## src/shared/irq_vec_pkg.sv

```systemverilog
// irq_vec_pkg: register map, field positions, vectors and timing constants
// for the dma and peripheral-bus interrupt vectoring block.
// assumes a 32-bit axi4-lite register bus and one 100 MHz clock.
package irq_vec_pkg;

    localparam int num_channels = 8;
    localparam int num_sources = 7;
    localparam int num_periph = 5;
    localparam int num_local = 2;

    // register byte offsets; ctrl_base and stat_base start eight-word channel arrays, the rest one word each
    localparam logic [7:0] ctrl_base = 8'h00;
    localparam logic [7:0] stat_base = 8'h20;
    localparam logic [7:0] periph_mask_off = 8'h40;
    localparam logic [7:0] iack_ctrl_off = 8'h44;
    localparam logic [7:0] ack_pulse_width_off = 8'h48;
    localparam logic [7:0] vector_stat_off = 8'h4C;
    localparam logic [7:0] dma_event_off = 8'h50;
    localparam logic [7:0] periph_vec_off = 8'h54;

    // channel control fields: bits 1..0 enable the two normal sources
    localparam int norm_en_lsb = 0;
    localparam int norm_width = 2;
    localparam logic [1:0] ctrl_reset = 2'h0;

    // iack control fields
    localparam int iack_double_bit = 0;
    localparam int self_vec_0_bit = 1;
    localparam int self_vec_1_bit = 2;

    localparam logic [7:0] dma_vector_top = 8'h47;
    localparam logic [7:0] periph2_vector = 8'h78;
    localparam logic [7:0] periph3_vector = 8'h70;
    localparam logic [7:0] periph0_default = 8'hA8;
    localparam logic [7:0] periph1_default = 8'h80;
    localparam logic [7:0] periph0_lo = 8'hA8;
    localparam logic [7:0] periph0_hi = 8'hCF;
    localparam logic [7:0] periph1_lo = 8'h80;
    localparam logic [7:0] periph1_hi = 8'hA7;
    localparam logic [7:0] periph4_vector = 8'h7C;
    localparam logic [7:0] idle_vector = 8'h00;

    localparam logic [7:0] mask_reset = 8'hFF;
    localparam logic [7:0] width_reset = 8'h0C;
    localparam int gap_ns = 20;
    localparam int clk_period_ns = 10;
    localparam int gap_cycles = (gap_ns + clk_period_ns - 1) / clk_period_ns;

    localparam logic [1:0] resp_okay = 2'h0;
    localparam logic [1:0] resp_slverr = 2'h2;

    typedef enum logic [1:0] {
        ack_idle,
        ack_pulse,
        ack_gap
    } ack_state_type;

endpackage : irq_vec_pkg

```

## src/hw/irq_vectoring.sv

```systemverilog
// irq_vectoring: prioritises dma channel and peripheral-bus interrupts onto
// an 8-bit expanded-mode vector bus, with axi4-lite registers.
// assumes inputs synchronous to aclk; dma event pulses come from channel logic.
// Behaviour
// - every dma channel has seven sources: two normal, five error
// - normal sources masked per channel control; error sources never masked
// - dma channel vector is 71 minus the channel number
// - dma vectors rank below every peripheral-bus input
// - reading a channel status register clears its active bits
// - acknowledge cycle time set by the pulse-width register
// - two reserved local inputs and five peripheral inputs, one high priority
// - acknowledge is programmable as single or double pulse
// - acknowledge pulse width is programmable
// - each peripheral input individually maskable, masked inputs ignored except by the device-vector capture
// - drive 8-bit vector bus, translating each active input
// - up to two peripheral devices may supply their own vector
// - input 0 ranks highest, device vector within 207-168
// - input 1 ranks next, device vector within 167-128
// - input 2 gives vector 120, input 3 gives vector 112
// - inputs not latched; a dropped input leaves the vector bus on the next edge
// - vector bus always shows highest-priority active input
// - any stop condition can interrupt; interrupt without stop too
`timescale 1ns/100ps
module irq_vectoring #(
    parameter int channels = 8
) (
    input wire logic aclk,
    input wire logic aresetn,
    input wire logic [7:0] s_axi_awaddr,
    input wire logic s_axi_awvalid,
    output logic s_axi_awready,
    input wire logic [31:0] s_axi_wdata,
    input wire logic [3:0] s_axi_wstrb,
    input wire logic s_axi_wvalid,
    output logic s_axi_wready,
    output logic [1:0] s_axi_bresp,
    output logic s_axi_bvalid,
    input wire logic s_axi_bready,
    input wire logic [7:0] s_axi_araddr,
    input wire logic s_axi_arvalid,
    output logic s_axi_arready,
    output logic [31:0] s_axi_rdata,
    output logic [1:0] s_axi_rresp,
    output logic s_axi_rvalid,
    input wire logic s_axi_rready,
    // per channel: 7 source pulses, low 2 normal termination, upper 5 error
    input wire logic [channels*7-1:0] dma_event,
    input wire logic [1:0] local_irq,
    input wire logic [4:0] periph_irq,
    input wire logic [7:0] periph_vector,
    output logic [7:0] irq_vector,
    output logic irq_request,
    output logic iack_n,
    output logic iack_busy
);

    logic [1:0] chan_ctrl_q [channels];
    logic [6:0] chan_stat_q [channels];
    logic [7:0] periph_mask_q;
    logic [2:0] iack_ctrl_q;
    logic [7:0] ack_width_q;
    logic [7:0] dev_vec_q;
    logic aw_held_q;
    logic w_held_q;
    logic [7:0] awaddr_q;
    logic [31:0] wdata_q;
    logic [3:0] wstrb_q;
    logic bvalid_q;
    logic rvalid_q;
    logic [31:0] rdata_q;
    logic [1:0] rresp_q;
    logic [1:0] bresp_q;
    logic do_write;
    logic rd_take;
    logic [7:0] vec_q;
    logic req_q;
    logic [channels-1:0] chan_pend;
    logic [7:0] vec_d;
    logic req_d;
    irq_vec_pkg::ack_state_type ack_state_q;
    logic [7:0] ack_cnt_q;
    logic ack_second_q;
    logic ack_n_q;
    logic iack_start;
    logic [7:0] unused_local;

    // write channels are captured independently so either may come first
    assign s_axi_awready = !aw_held_q && !bvalid_q;
    assign s_axi_wready = !w_held_q && !bvalid_q;
    assign do_write = aw_held_q && w_held_q && !bvalid_q;
    assign s_axi_bvalid = bvalid_q;
    assign s_axi_bresp = bresp_q;
    assign s_axi_arready = !rvalid_q;
    assign rd_take = s_axi_arvalid && !rvalid_q;
    assign s_axi_rvalid = rvalid_q;
    assign s_axi_rdata = rdata_q;
    assign s_axi_rresp = rresp_q;

    always_ff @(posedge aclk)
    begin
        if (!aresetn)
        begin
            aw_held_q <= 1'b0;
            w_held_q <= 1'b0;
            awaddr_q <= 8'h00;
            wdata_q <= 32'h0000_0000;
            wstrb_q <= 4'h0;
        end
        else
        begin
            if (s_axi_awvalid && s_axi_awready)
            begin
                aw_held_q <= 1'b1;
                awaddr_q <= s_axi_awaddr;
            end
            else if (do_write)
            begin
                aw_held_q <= 1'b0;
            end
            if (s_axi_wvalid && s_axi_wready)
            begin
                w_held_q <= 1'b1;
                wdata_q <= s_axi_wdata;
                wstrb_q <= s_axi_wstrb;
            end
            else if (do_write)
            begin
                w_held_q <= 1'b0;
            end
        end
    end

    // write decode and response; registers are a byte wide, lane 0 only
    always_ff @(posedge aclk)
    begin
        if (!aresetn)
        begin
            bvalid_q <= 1'b0;
            bresp_q <= irq_vec_pkg::resp_okay;
            periph_mask_q <= irq_vec_pkg::mask_reset;
            iack_ctrl_q <= 3'h0;
            ack_width_q <= irq_vec_pkg::width_reset;
            for (int i = 0; i < channels; i++)
            begin
                chan_ctrl_q[i] <= irq_vec_pkg::ctrl_reset;
            end
        end
        else
        begin
            if (bvalid_q && s_axi_bready)
            begin
                bvalid_q <= 1'b0;
            end
            if (do_write)
            begin
                bvalid_q <= 1'b1;
                bresp_q <= irq_vec_pkg::resp_okay;
                if (awaddr_q < irq_vec_pkg::stat_base)
                begin
                    if (wstrb_q[0])
                    begin
                        chan_ctrl_q[awaddr_q[4:2]] <= wdata_q[1:0];
                    end
                end
                else if (awaddr_q[7:2] == irq_vec_pkg::periph_mask_off[7:2])
                begin
                    if (wstrb_q[0])
                    begin
                        periph_mask_q <= wdata_q[7:0];
                    end
                end
                else if (awaddr_q[7:2] == irq_vec_pkg::iack_ctrl_off[7:2])
                begin
                    if (wstrb_q[0])
                    begin
                        iack_ctrl_q <= wdata_q[2:0];
                    end
                end
                else if (awaddr_q[7:2] == irq_vec_pkg::ack_pulse_width_off[7:2])
                begin
                    if (wstrb_q[0])
                    begin
                        ack_width_q <= wdata_q[7:0];
                    end
                end
                else if (awaddr_q < irq_vec_pkg::vector_stat_off)
                begin
                    bresp_q <= irq_vec_pkg::resp_okay;
                end
                else
                begin
                    bresp_q <= irq_vec_pkg::resp_slverr;
                end
            end
        end
    end

    // status bits: set wins over the clear-on-read in the same cycle
    genvar g;
    generate
        for (g = 0; g < channels; g++)
        begin : gen_chan
            logic [6:0] ev;
            logic rd_hit;
            assign ev = dma_event[g*7 +: 7];
            assign rd_hit = rd_take && s_axi_araddr[7:5] == irq_vec_pkg::stat_base[7:5]
                && s_axi_araddr[4:2] == 3'(g);
            always_ff @(posedge aclk)
            begin
                if (!aresetn)
                begin
                    chan_stat_q[g] <= 7'h00;
                end
                else
                begin
                    chan_stat_q[g] <= (rd_hit ? 7'h00 : chan_stat_q[g]) | ev;
                end
            end
            // normal bits gated by control, error bits always pass
            assign chan_pend[g] = |(chan_stat_q[g][1:0] & chan_ctrl_q[g])
                || |chan_stat_q[g][6:2];
        end
    endgenerate

    always_ff @(posedge aclk)
    begin
        if (!aresetn)
        begin
            rvalid_q <= 1'b0;
            rdata_q <= 32'h0000_0000;
            rresp_q <= irq_vec_pkg::resp_okay;
        end
        else
        begin
            if (rvalid_q && s_axi_rready)
            begin
                rvalid_q <= 1'b0;
            end
            if (rd_take)
            begin
                rvalid_q <= 1'b1;
                rresp_q <= irq_vec_pkg::resp_okay;
                rdata_q <= 32'h0000_0000;
                if (s_axi_araddr < irq_vec_pkg::stat_base)
                begin
                    rdata_q[1:0] <= chan_ctrl_q[s_axi_araddr[4:2]];
                end
                else if (s_axi_araddr < irq_vec_pkg::periph_mask_off)
                begin
                    rdata_q[6:0] <= chan_stat_q[s_axi_araddr[4:2]];
                end
                else if (s_axi_araddr[7:2] == irq_vec_pkg::periph_mask_off[7:2])
                begin
                    rdata_q[7:0] <= periph_mask_q;
                end
                else if (s_axi_araddr[7:2] == irq_vec_pkg::iack_ctrl_off[7:2])
                begin
                    rdata_q[2:0] <= iack_ctrl_q;
                end
                else if (s_axi_araddr[7:2] == irq_vec_pkg::ack_pulse_width_off[7:2])
                begin
                    rdata_q[7:0] <= ack_width_q;
                end
                else if (s_axi_araddr[7:2] == irq_vec_pkg::vector_stat_off[7:2])
                begin
                    rdata_q[8:0] <= {req_q, vec_q};
                end
                else if (s_axi_araddr[7:2] == irq_vec_pkg::dma_event_off[7:2])
                begin
                    rdata_q[channels-1:0] <= chan_pend;
                end
                else if (s_axi_araddr[7:2] == irq_vec_pkg::periph_vec_off[7:2])
                begin
                    rdata_q[7:0] <= dev_vec_q;
                end
                else
                begin
                    rresp_q <= irq_vec_pkg::resp_slverr;
                end
            end
        end
    end

    // combinational priority over live peripheral inputs and latched dma status
    always_comb
    begin
        vec_d = irq_vec_pkg::idle_vector;
        req_d = 1'b0;
        for (int c = channels - 1; c >= 0; c--)
        begin
            if (chan_pend[c])
            begin
                vec_d = irq_vec_pkg::dma_vector_top - 8'(c);
                req_d = 1'b1;
            end
        end
        // peripheral levels override dma, lowest priority checked first
        if (periph_irq[4] && !periph_mask_q[4])
        begin
            vec_d = irq_vec_pkg::periph4_vector;
            req_d = 1'b1;
        end
        if (periph_irq[3] && !periph_mask_q[3])
        begin
            vec_d = irq_vec_pkg::periph3_vector;
            req_d = 1'b1;
        end
        if (periph_irq[2] && !periph_mask_q[2])
        begin
            vec_d = irq_vec_pkg::periph2_vector;
            req_d = 1'b1;
        end
        if (periph_irq[1] && !periph_mask_q[1])
        begin
            // one shared capture: never show the other input's vector
            vec_d = iack_ctrl_q[irq_vec_pkg::self_vec_1_bit]
                && dev_vec_q <= irq_vec_pkg::periph1_hi ? dev_vec_q
                : irq_vec_pkg::periph1_default;
            req_d = 1'b1;
        end
        if (periph_irq[0] && !periph_mask_q[0])
        begin
            vec_d = iack_ctrl_q[irq_vec_pkg::self_vec_0_bit]
                && dev_vec_q >= irq_vec_pkg::periph0_lo ? dev_vec_q
                : irq_vec_pkg::periph0_default;
            req_d = 1'b1;
        end
    end

    // registered output; a dropped input leaves the bus on the next edge
    always_ff @(posedge aclk)
    begin
        if (!aresetn)
        begin
            vec_q <= irq_vec_pkg::idle_vector;
            req_q <= 1'b0;
        end
        else
        begin
            vec_q <= vec_d;
            req_q <= req_d;
        end
    end

    // device vectors accepted only inside each input's own window
    always_ff @(posedge aclk)
    begin
        if (!aresetn)
        begin
            dev_vec_q <= irq_vec_pkg::periph0_default;
        end
        else if (!ack_n_q && periph_irq[0]
            && periph_vector >= irq_vec_pkg::periph0_lo
            && periph_vector <= irq_vec_pkg::periph0_hi)
        begin
            dev_vec_q <= periph_vector;
        end
        else if (!ack_n_q && periph_irq[1] && !periph_irq[0]
            && periph_vector >= irq_vec_pkg::periph1_lo
            && periph_vector <= irq_vec_pkg::periph1_hi)
        begin
            dev_vec_q <= periph_vector;
        end
    end

    // acknowledge pulse starts when a self-vectoring input requests while irq_request is low
    assign iack_start = ((periph_irq[0] && !periph_mask_q[0]
        && iack_ctrl_q[irq_vec_pkg::self_vec_0_bit])
        || (periph_irq[1] && !periph_mask_q[1]
        && iack_ctrl_q[irq_vec_pkg::self_vec_1_bit]));

    always_ff @(posedge aclk)
    begin
        if (!aresetn)
        begin
            ack_state_q <= irq_vec_pkg::ack_idle;
            ack_cnt_q <= 8'h00;
            ack_second_q <= 1'b0;
            ack_n_q <= 1'b1;
        end
        else
        begin
            case (ack_state_q)
                irq_vec_pkg::ack_idle:
                begin
                    if (iack_start && !req_q)
                    begin
                        ack_state_q <= irq_vec_pkg::ack_pulse;
                        ack_cnt_q <= ack_width_q;
                        ack_second_q <= iack_ctrl_q[irq_vec_pkg::iack_double_bit];
                        ack_n_q <= 1'b0;
                    end
                end
                irq_vec_pkg::ack_pulse:
                begin
                    if (ack_cnt_q == 8'h00)
                    begin
                        ack_n_q <= 1'b1;
                        ack_state_q <= ack_second_q ? irq_vec_pkg::ack_gap
                            : irq_vec_pkg::ack_idle;
                        ack_cnt_q <= 8'(irq_vec_pkg::gap_cycles);
                    end
                    else
                    begin
                        ack_cnt_q <= ack_cnt_q - 8'h01;
                    end
                end
                irq_vec_pkg::ack_gap:
                begin
                    if (ack_cnt_q == 8'h00)
                    begin
                        ack_state_q <= irq_vec_pkg::ack_pulse;
                        ack_cnt_q <= ack_width_q;
                        ack_second_q <= 1'b0;
                        ack_n_q <= 1'b0;
                    end
                    else
                    begin
                        ack_cnt_q <= ack_cnt_q - 8'h01;
                    end
                end
                default:
                begin
                    ack_state_q <= irq_vec_pkg::ack_idle;
                end
            endcase
        end
    end

    // reserved local-bus inputs are accepted but take no part
    assign unused_local = {6'h00, local_irq};
    assign irq_vector = vec_q;
    assign irq_request = req_q;
    assign iack_n = ack_n_q;
    assign iack_busy = ack_state_q != irq_vec_pkg::ack_idle || (|unused_local & 1'b0);

endmodule : irq_vectoring

```

## config.mk

```make
export PLATFORM = sky130hd
export DESIGN_NAME = irq_vectoring
export DESIGN_NICKNAME = d
export VERILOG_FILES = /design/src/shared/irq_vec_pkg.sv /design/src/hw/irq_vectoring.sv
export SDC_FILE = /design/constraint.sdc
export NUM_CORES = 1
export LEC_CHECK = 0
export ABC_CLOCK_PERIOD_IN_PS = 2130
export BUFFER_PORTS_ARGS = -buffer_cell sky130_fd_sc_hd__buf_2
export CAP_MARGIN = 10
export CORE_AREA = 2 2 124 126
export DETAILED_ROUTE_END_ITERATION = 8
export DIE_AREA = 0 0 126 128
export PLACE_DENSITY = 0.76
export SYNTH_ARGS = -nofsm -noshare
export SYNTH_HDL_FRONTEND = slang
export SYNTH_SLANG_ARGS = --single-unit
```

## constraint.sdc

```tcl
create_clock -name aclk -period 2.13 [get_ports aclk]
set_input_delay 0.1065 -clock aclk [delete_from_list [all_inputs] [get_ports aclk]]
set_output_delay 0.1065 -clock aclk [all_outputs]
set_load 0.01 [all_outputs]
```

==> results summary <==
The type of the most critical hold path is in -> reg. The cell sitting at the root of the clock tree is a clkbuf_16. The netlist uses 65 different library cells.

The initial utilization of the core area, before any placement, comes to 0.485. The number of clock sinks came out at 150. The critical path depth in cells came out at 7. Once the clock tree was built, the setup fixing pass inserted 0 buffers. The critical path's largest stage delay is 0.66 ns.

The worst setup margin came out at 0.129 ns. The sequential cell area fraction in the yosys report is 0.439. The count of nets after finishing is 1147. In this run, synthesis inferred 16 flip-flops with an integrated enable. The biggest fanout along the worst timing path is 8. Measured along the x axis, the die boundary spans 126 µm. The worst-margin pin slew came out at 0.889 ns. At the end of routability-driven placement, the weighted congestion stood at 0.918.

The total CTS buffers came out at 17. The post-synthesis instance area is 7210 µm². The flow ran to the end, and the final reports show no timing, DRC or antenna violations. The clock slew at the register clock pins of the worst setup and hold paths is 0.06 ns.

The number of H-tree levels came out at 4. Setup repair after global routing left no endpoint under its margin. After detailed routing, the number of remaining DRC violations is 0. Summing over every cut layer, the via total after detailed routing is 7045.

Headroom to the max-slew limit came out at 0.403. The number of global-route vias before repair came out at 6674. For the worst setup path, the data arrival time is 2.31 ns.

The share of layout cells above drive strength 1 came out at 0.206. In the finished design, the share of the clock period the worst path needs comes to 0.939. Dividing total power by cell area gives a power density of 762 nW/µm². The final count of pins violating max slew is 0. The number of max-capacitance violations reported came out at 0. The worst setup path category is in -> reg. The setup slack of the most critical reg-to-reg path came out at 0.17 ns.

Compared with the post-synthesis result, the final layout area differs by 31.0%. The total power of the final layout came out at 7.19 mW. The total number of yosys warnings is 0. The chip height is 128 µm. The synthesized instance count is 802. Dividing the detail-routed via count by the number of cells gives 5.81. The total grt overflow came out at 0. Timing would allow up to 500 MHz.

Prior to clock tree synthesis, the placed netlist has a worst setup slack of 0.156 ns. In the final routed layout, each cell accounts on average for 18.0 µm. The buffer and inverter count on the worst path is 2. Entering global routing, the biggest net connects 60 pins.

The wire length reported by the detailed router is 21900 µm. The startpoint kind of the worst setup timing path is a primary input. Buffers placed on the I/O ports in this run total 123.

In this design, the largest share of critical-path delay is due to simple AND/OR/NAND/NOR gates. The leakage power total came out at 3.85 nW. For the final database, setup skew stands at 0.00704 ns.

The critical path data required time is 2.44 ns. The cell count of the worst reg-to-reg path came out at 6. The final-report hold violation count came out at 0. The clock reaches the later pin of the worst-skew pair after 0.43 ns. The core box area is 14900 µm². The number of antenna violations at the first check in global routing came out at 0. The peak supply drop is 0.617 mV.

Among all stages on the critical path, the largest delay is contributed by or4b_2. The first-pass GRT wire length is 34500 µm. The number of nets still failing antenna checks after routing is 0. The cell depth of the worst hold path came out at 4. The most instantiated flip-flop cell in the synthesis netlist is dfxtp_1. The CTS tree is yes. The number of primary I/O pins came out at 182. After synthesis, the share of flip-flops with an asynchronous set or reset is 0.

In the global route stage, overall resource usage came out at 0.273. The number of endpoints failing setup at the final stage is 0. For this block, the initial DRC count from the detailed router was 821. The floorplan has 45 rows. Subtracting the final worst setup slack from the clock period gives 2.00 ns. The average instance in the mapped netlist occupies 8.99 µm². The capturing element type of the critical path is a flip-flop.

The sum of net half-perimeters after detailed placement came out at 14700 µm. The number of resized instances in the post-cts repair step is 0. The number of synthesized register bits came out at 150. The critical path goes through dlygate4sd3_1 -> buf_2 -> or4b_2 -> a21oi_1 -> o21ai_1 -> mux2i_1 -> nand2_1. 0 antenna diodes ended up in the layout. The die covers 16100 µm². The first detailed-routing pass ran for 8 iterations. The maximum clock insertion buffer count came out at 2. Summed over all failing endpoints, the final setup total negative slack is 0 ns.
[layout make-up]
type / instances / area (µm²)
Clock inverter: 11 / 169
Sequential cell: 150 / 3160
Tap cell: 188 / 235
Timing Repair Buffer: 226 / 1600
Clock buffer: 21 / 472
Multi-Input combinational cell: 600 / 3740
Fill cell: 1187 / 5420
Inverter: 16 / 60.1
[sequential cells by signal, indices dropped and copies added (netlist names)]
name and flops:
periph_mask_q 8, s_axi_rresp 1, ack_state_q 2, s_axi_rvalid 1, awaddr_q 6, wstrb_q 1, wdata_q 8, aw_held_q 1
iack_ctrl_q 3, ack_cnt_q 8, s_axi_bresp 1, irq_vector 8, iack_n 1, s_axi_rdata 9, dev_vec_q 8, w_held_q 1
ack_second_q 1, ack_width_q 8, chan_ctrl_q 16, chan_stat_q 56, irq_request 1, s_axi_bvalid 1
[logic make-up after synthesis]
group / count (synthesis) / share of synthesized area
and+or+nand+nor: 299 / 0.198
AOI/OAI and AO/OA: 203 / 0.169
DFF: 150 / 0.439
buffers and inverters: 76 / 0.0550
muxes: 66 / 0.127
adders and majority gates: 6 / 0.0104
other: 1 / 0.000520
xor gates and xnor gates: 1 / 0.00121
[per-layer routing]
layer,vias to the layer above,track usage,part of all wire
met2,399,0.450,0.47
met1,3307,0.348,0.41
met4,0,0.116,0.035
li1,3267,-,-
met5,-,0,0
met3,72,0.0584,0.082
[metrics by stage]
stage               cells  hold slack (ns)  cell area [µm²]  utilization
floorplan             826            0.207             7300            -
global placement     1099            0.302             7990        0.538
detailed placement   1099            0.301             7990        0.538
CTS                  1212           0.0422             9450        0.635
global route         1212           0.0675             9450        0.635
finish               1212           0.0498             9450        0.635
[final timing paths]
| path | start | endpoint |
|---|---|---|
| setup reg to reg | aw_held_q | ack_width_q[3] |
| setup / recovery | periph_vector[3] | dev_vec_q[5] |
| hold / removal | s_axi_arvalid | s_axi_rdata[8] |
| hold reg to reg | s_axi_rdata[8] | s_axi_rdata[8] |
[synthesized netlist by cell type (3+ instances only)]
cell / number / area (µm²)
a21oi_1: 97 / 485
o21ai_1: 3 / 15.0
mux2_2: 3 / 33.8
nand3b_1: 8 / 60.1
a21boi_0: 3 / 22.5
nor4_1: 4 / 25.0
a31oi_1: 4 / 25.0
a211oi_1: 10 / 75.1
mux4_2: 20 / 450
clkbuf_1: 23 / 86.3
a22oi_1: 7 / 52.6
a22o_1: 3 / 26.3
mux2i_1: 43 / 430
o21a_1: 5 / 37.5
buf_2: 8 / 40.0
nand2b_1: 10 / 62.6
edfxtp_1: 16 / 480
and2_1: 5 / 31.3
o221ai_1: 3 / 26.3
ha_1: 6 / 75.1
nor2b_1: 9 / 56.3
dfxtp_1: 134 / 2680
nand3_1: 16 / 80.1
nand4_1: 5 / 31.3
o21ai_0: 35 / 175
a32oi_1: 6 / 52.6
a21o_1: 3 / 22.5
o211ai_1: 8 / 60.1
buf_4: 27 / 203
nand2_1: 83 / 312
inv_1: 15 / 56.3
nor3_1: 16 / 80.1
and3_1: 6 / 37.5
o2bb2ai_1: 4 / 35.0
nor2_1: 117 / 439
[placed cells by master, fill, tap and decap left out, types with 10 or more instances in the layout]
cell type	Yosys	layout
dfxtp_1	134	134
buf_2	8	123
nor2_1	117	117
a21oi_1	97	97
nand2_1	83	83
dlygate4sd3_1	0	81
mux2i_1	43	43
o21ai_0	35	35
conb_1	1	25
buf_4	27	21
mux4_2	20	20
clkbuf_16	0	18
nand3_1	16	16
nor3_1	16	16
edfxtp_1	16	16
inv_1	15	15
nand2b_1	10	10
a211oi_1	10	10
[report_power, final]
part           internal, mW  switching [mW]  total (mW)
Sequential             2.98           0.127        3.11
Clock                  2.06            1.23        3.29
Combinational         0.393           0.401       0.794
Total                  5.44            1.76        7.19
[tightest hold or removal path: stages]
cell     delay [ns]
buf_2          0.11
nand2_1        0.09
nand2_1        0.07
a21oi_1        0.05
[what timing repair did]
action | 4_1_cts | 5_1_grt
setup endpoints to repair | 0 | 0
endpoints found under the hold margin | 80 | 0
hold buffers | 81 | 0
No activity file was read; power rests on OpenSTA's default activity.
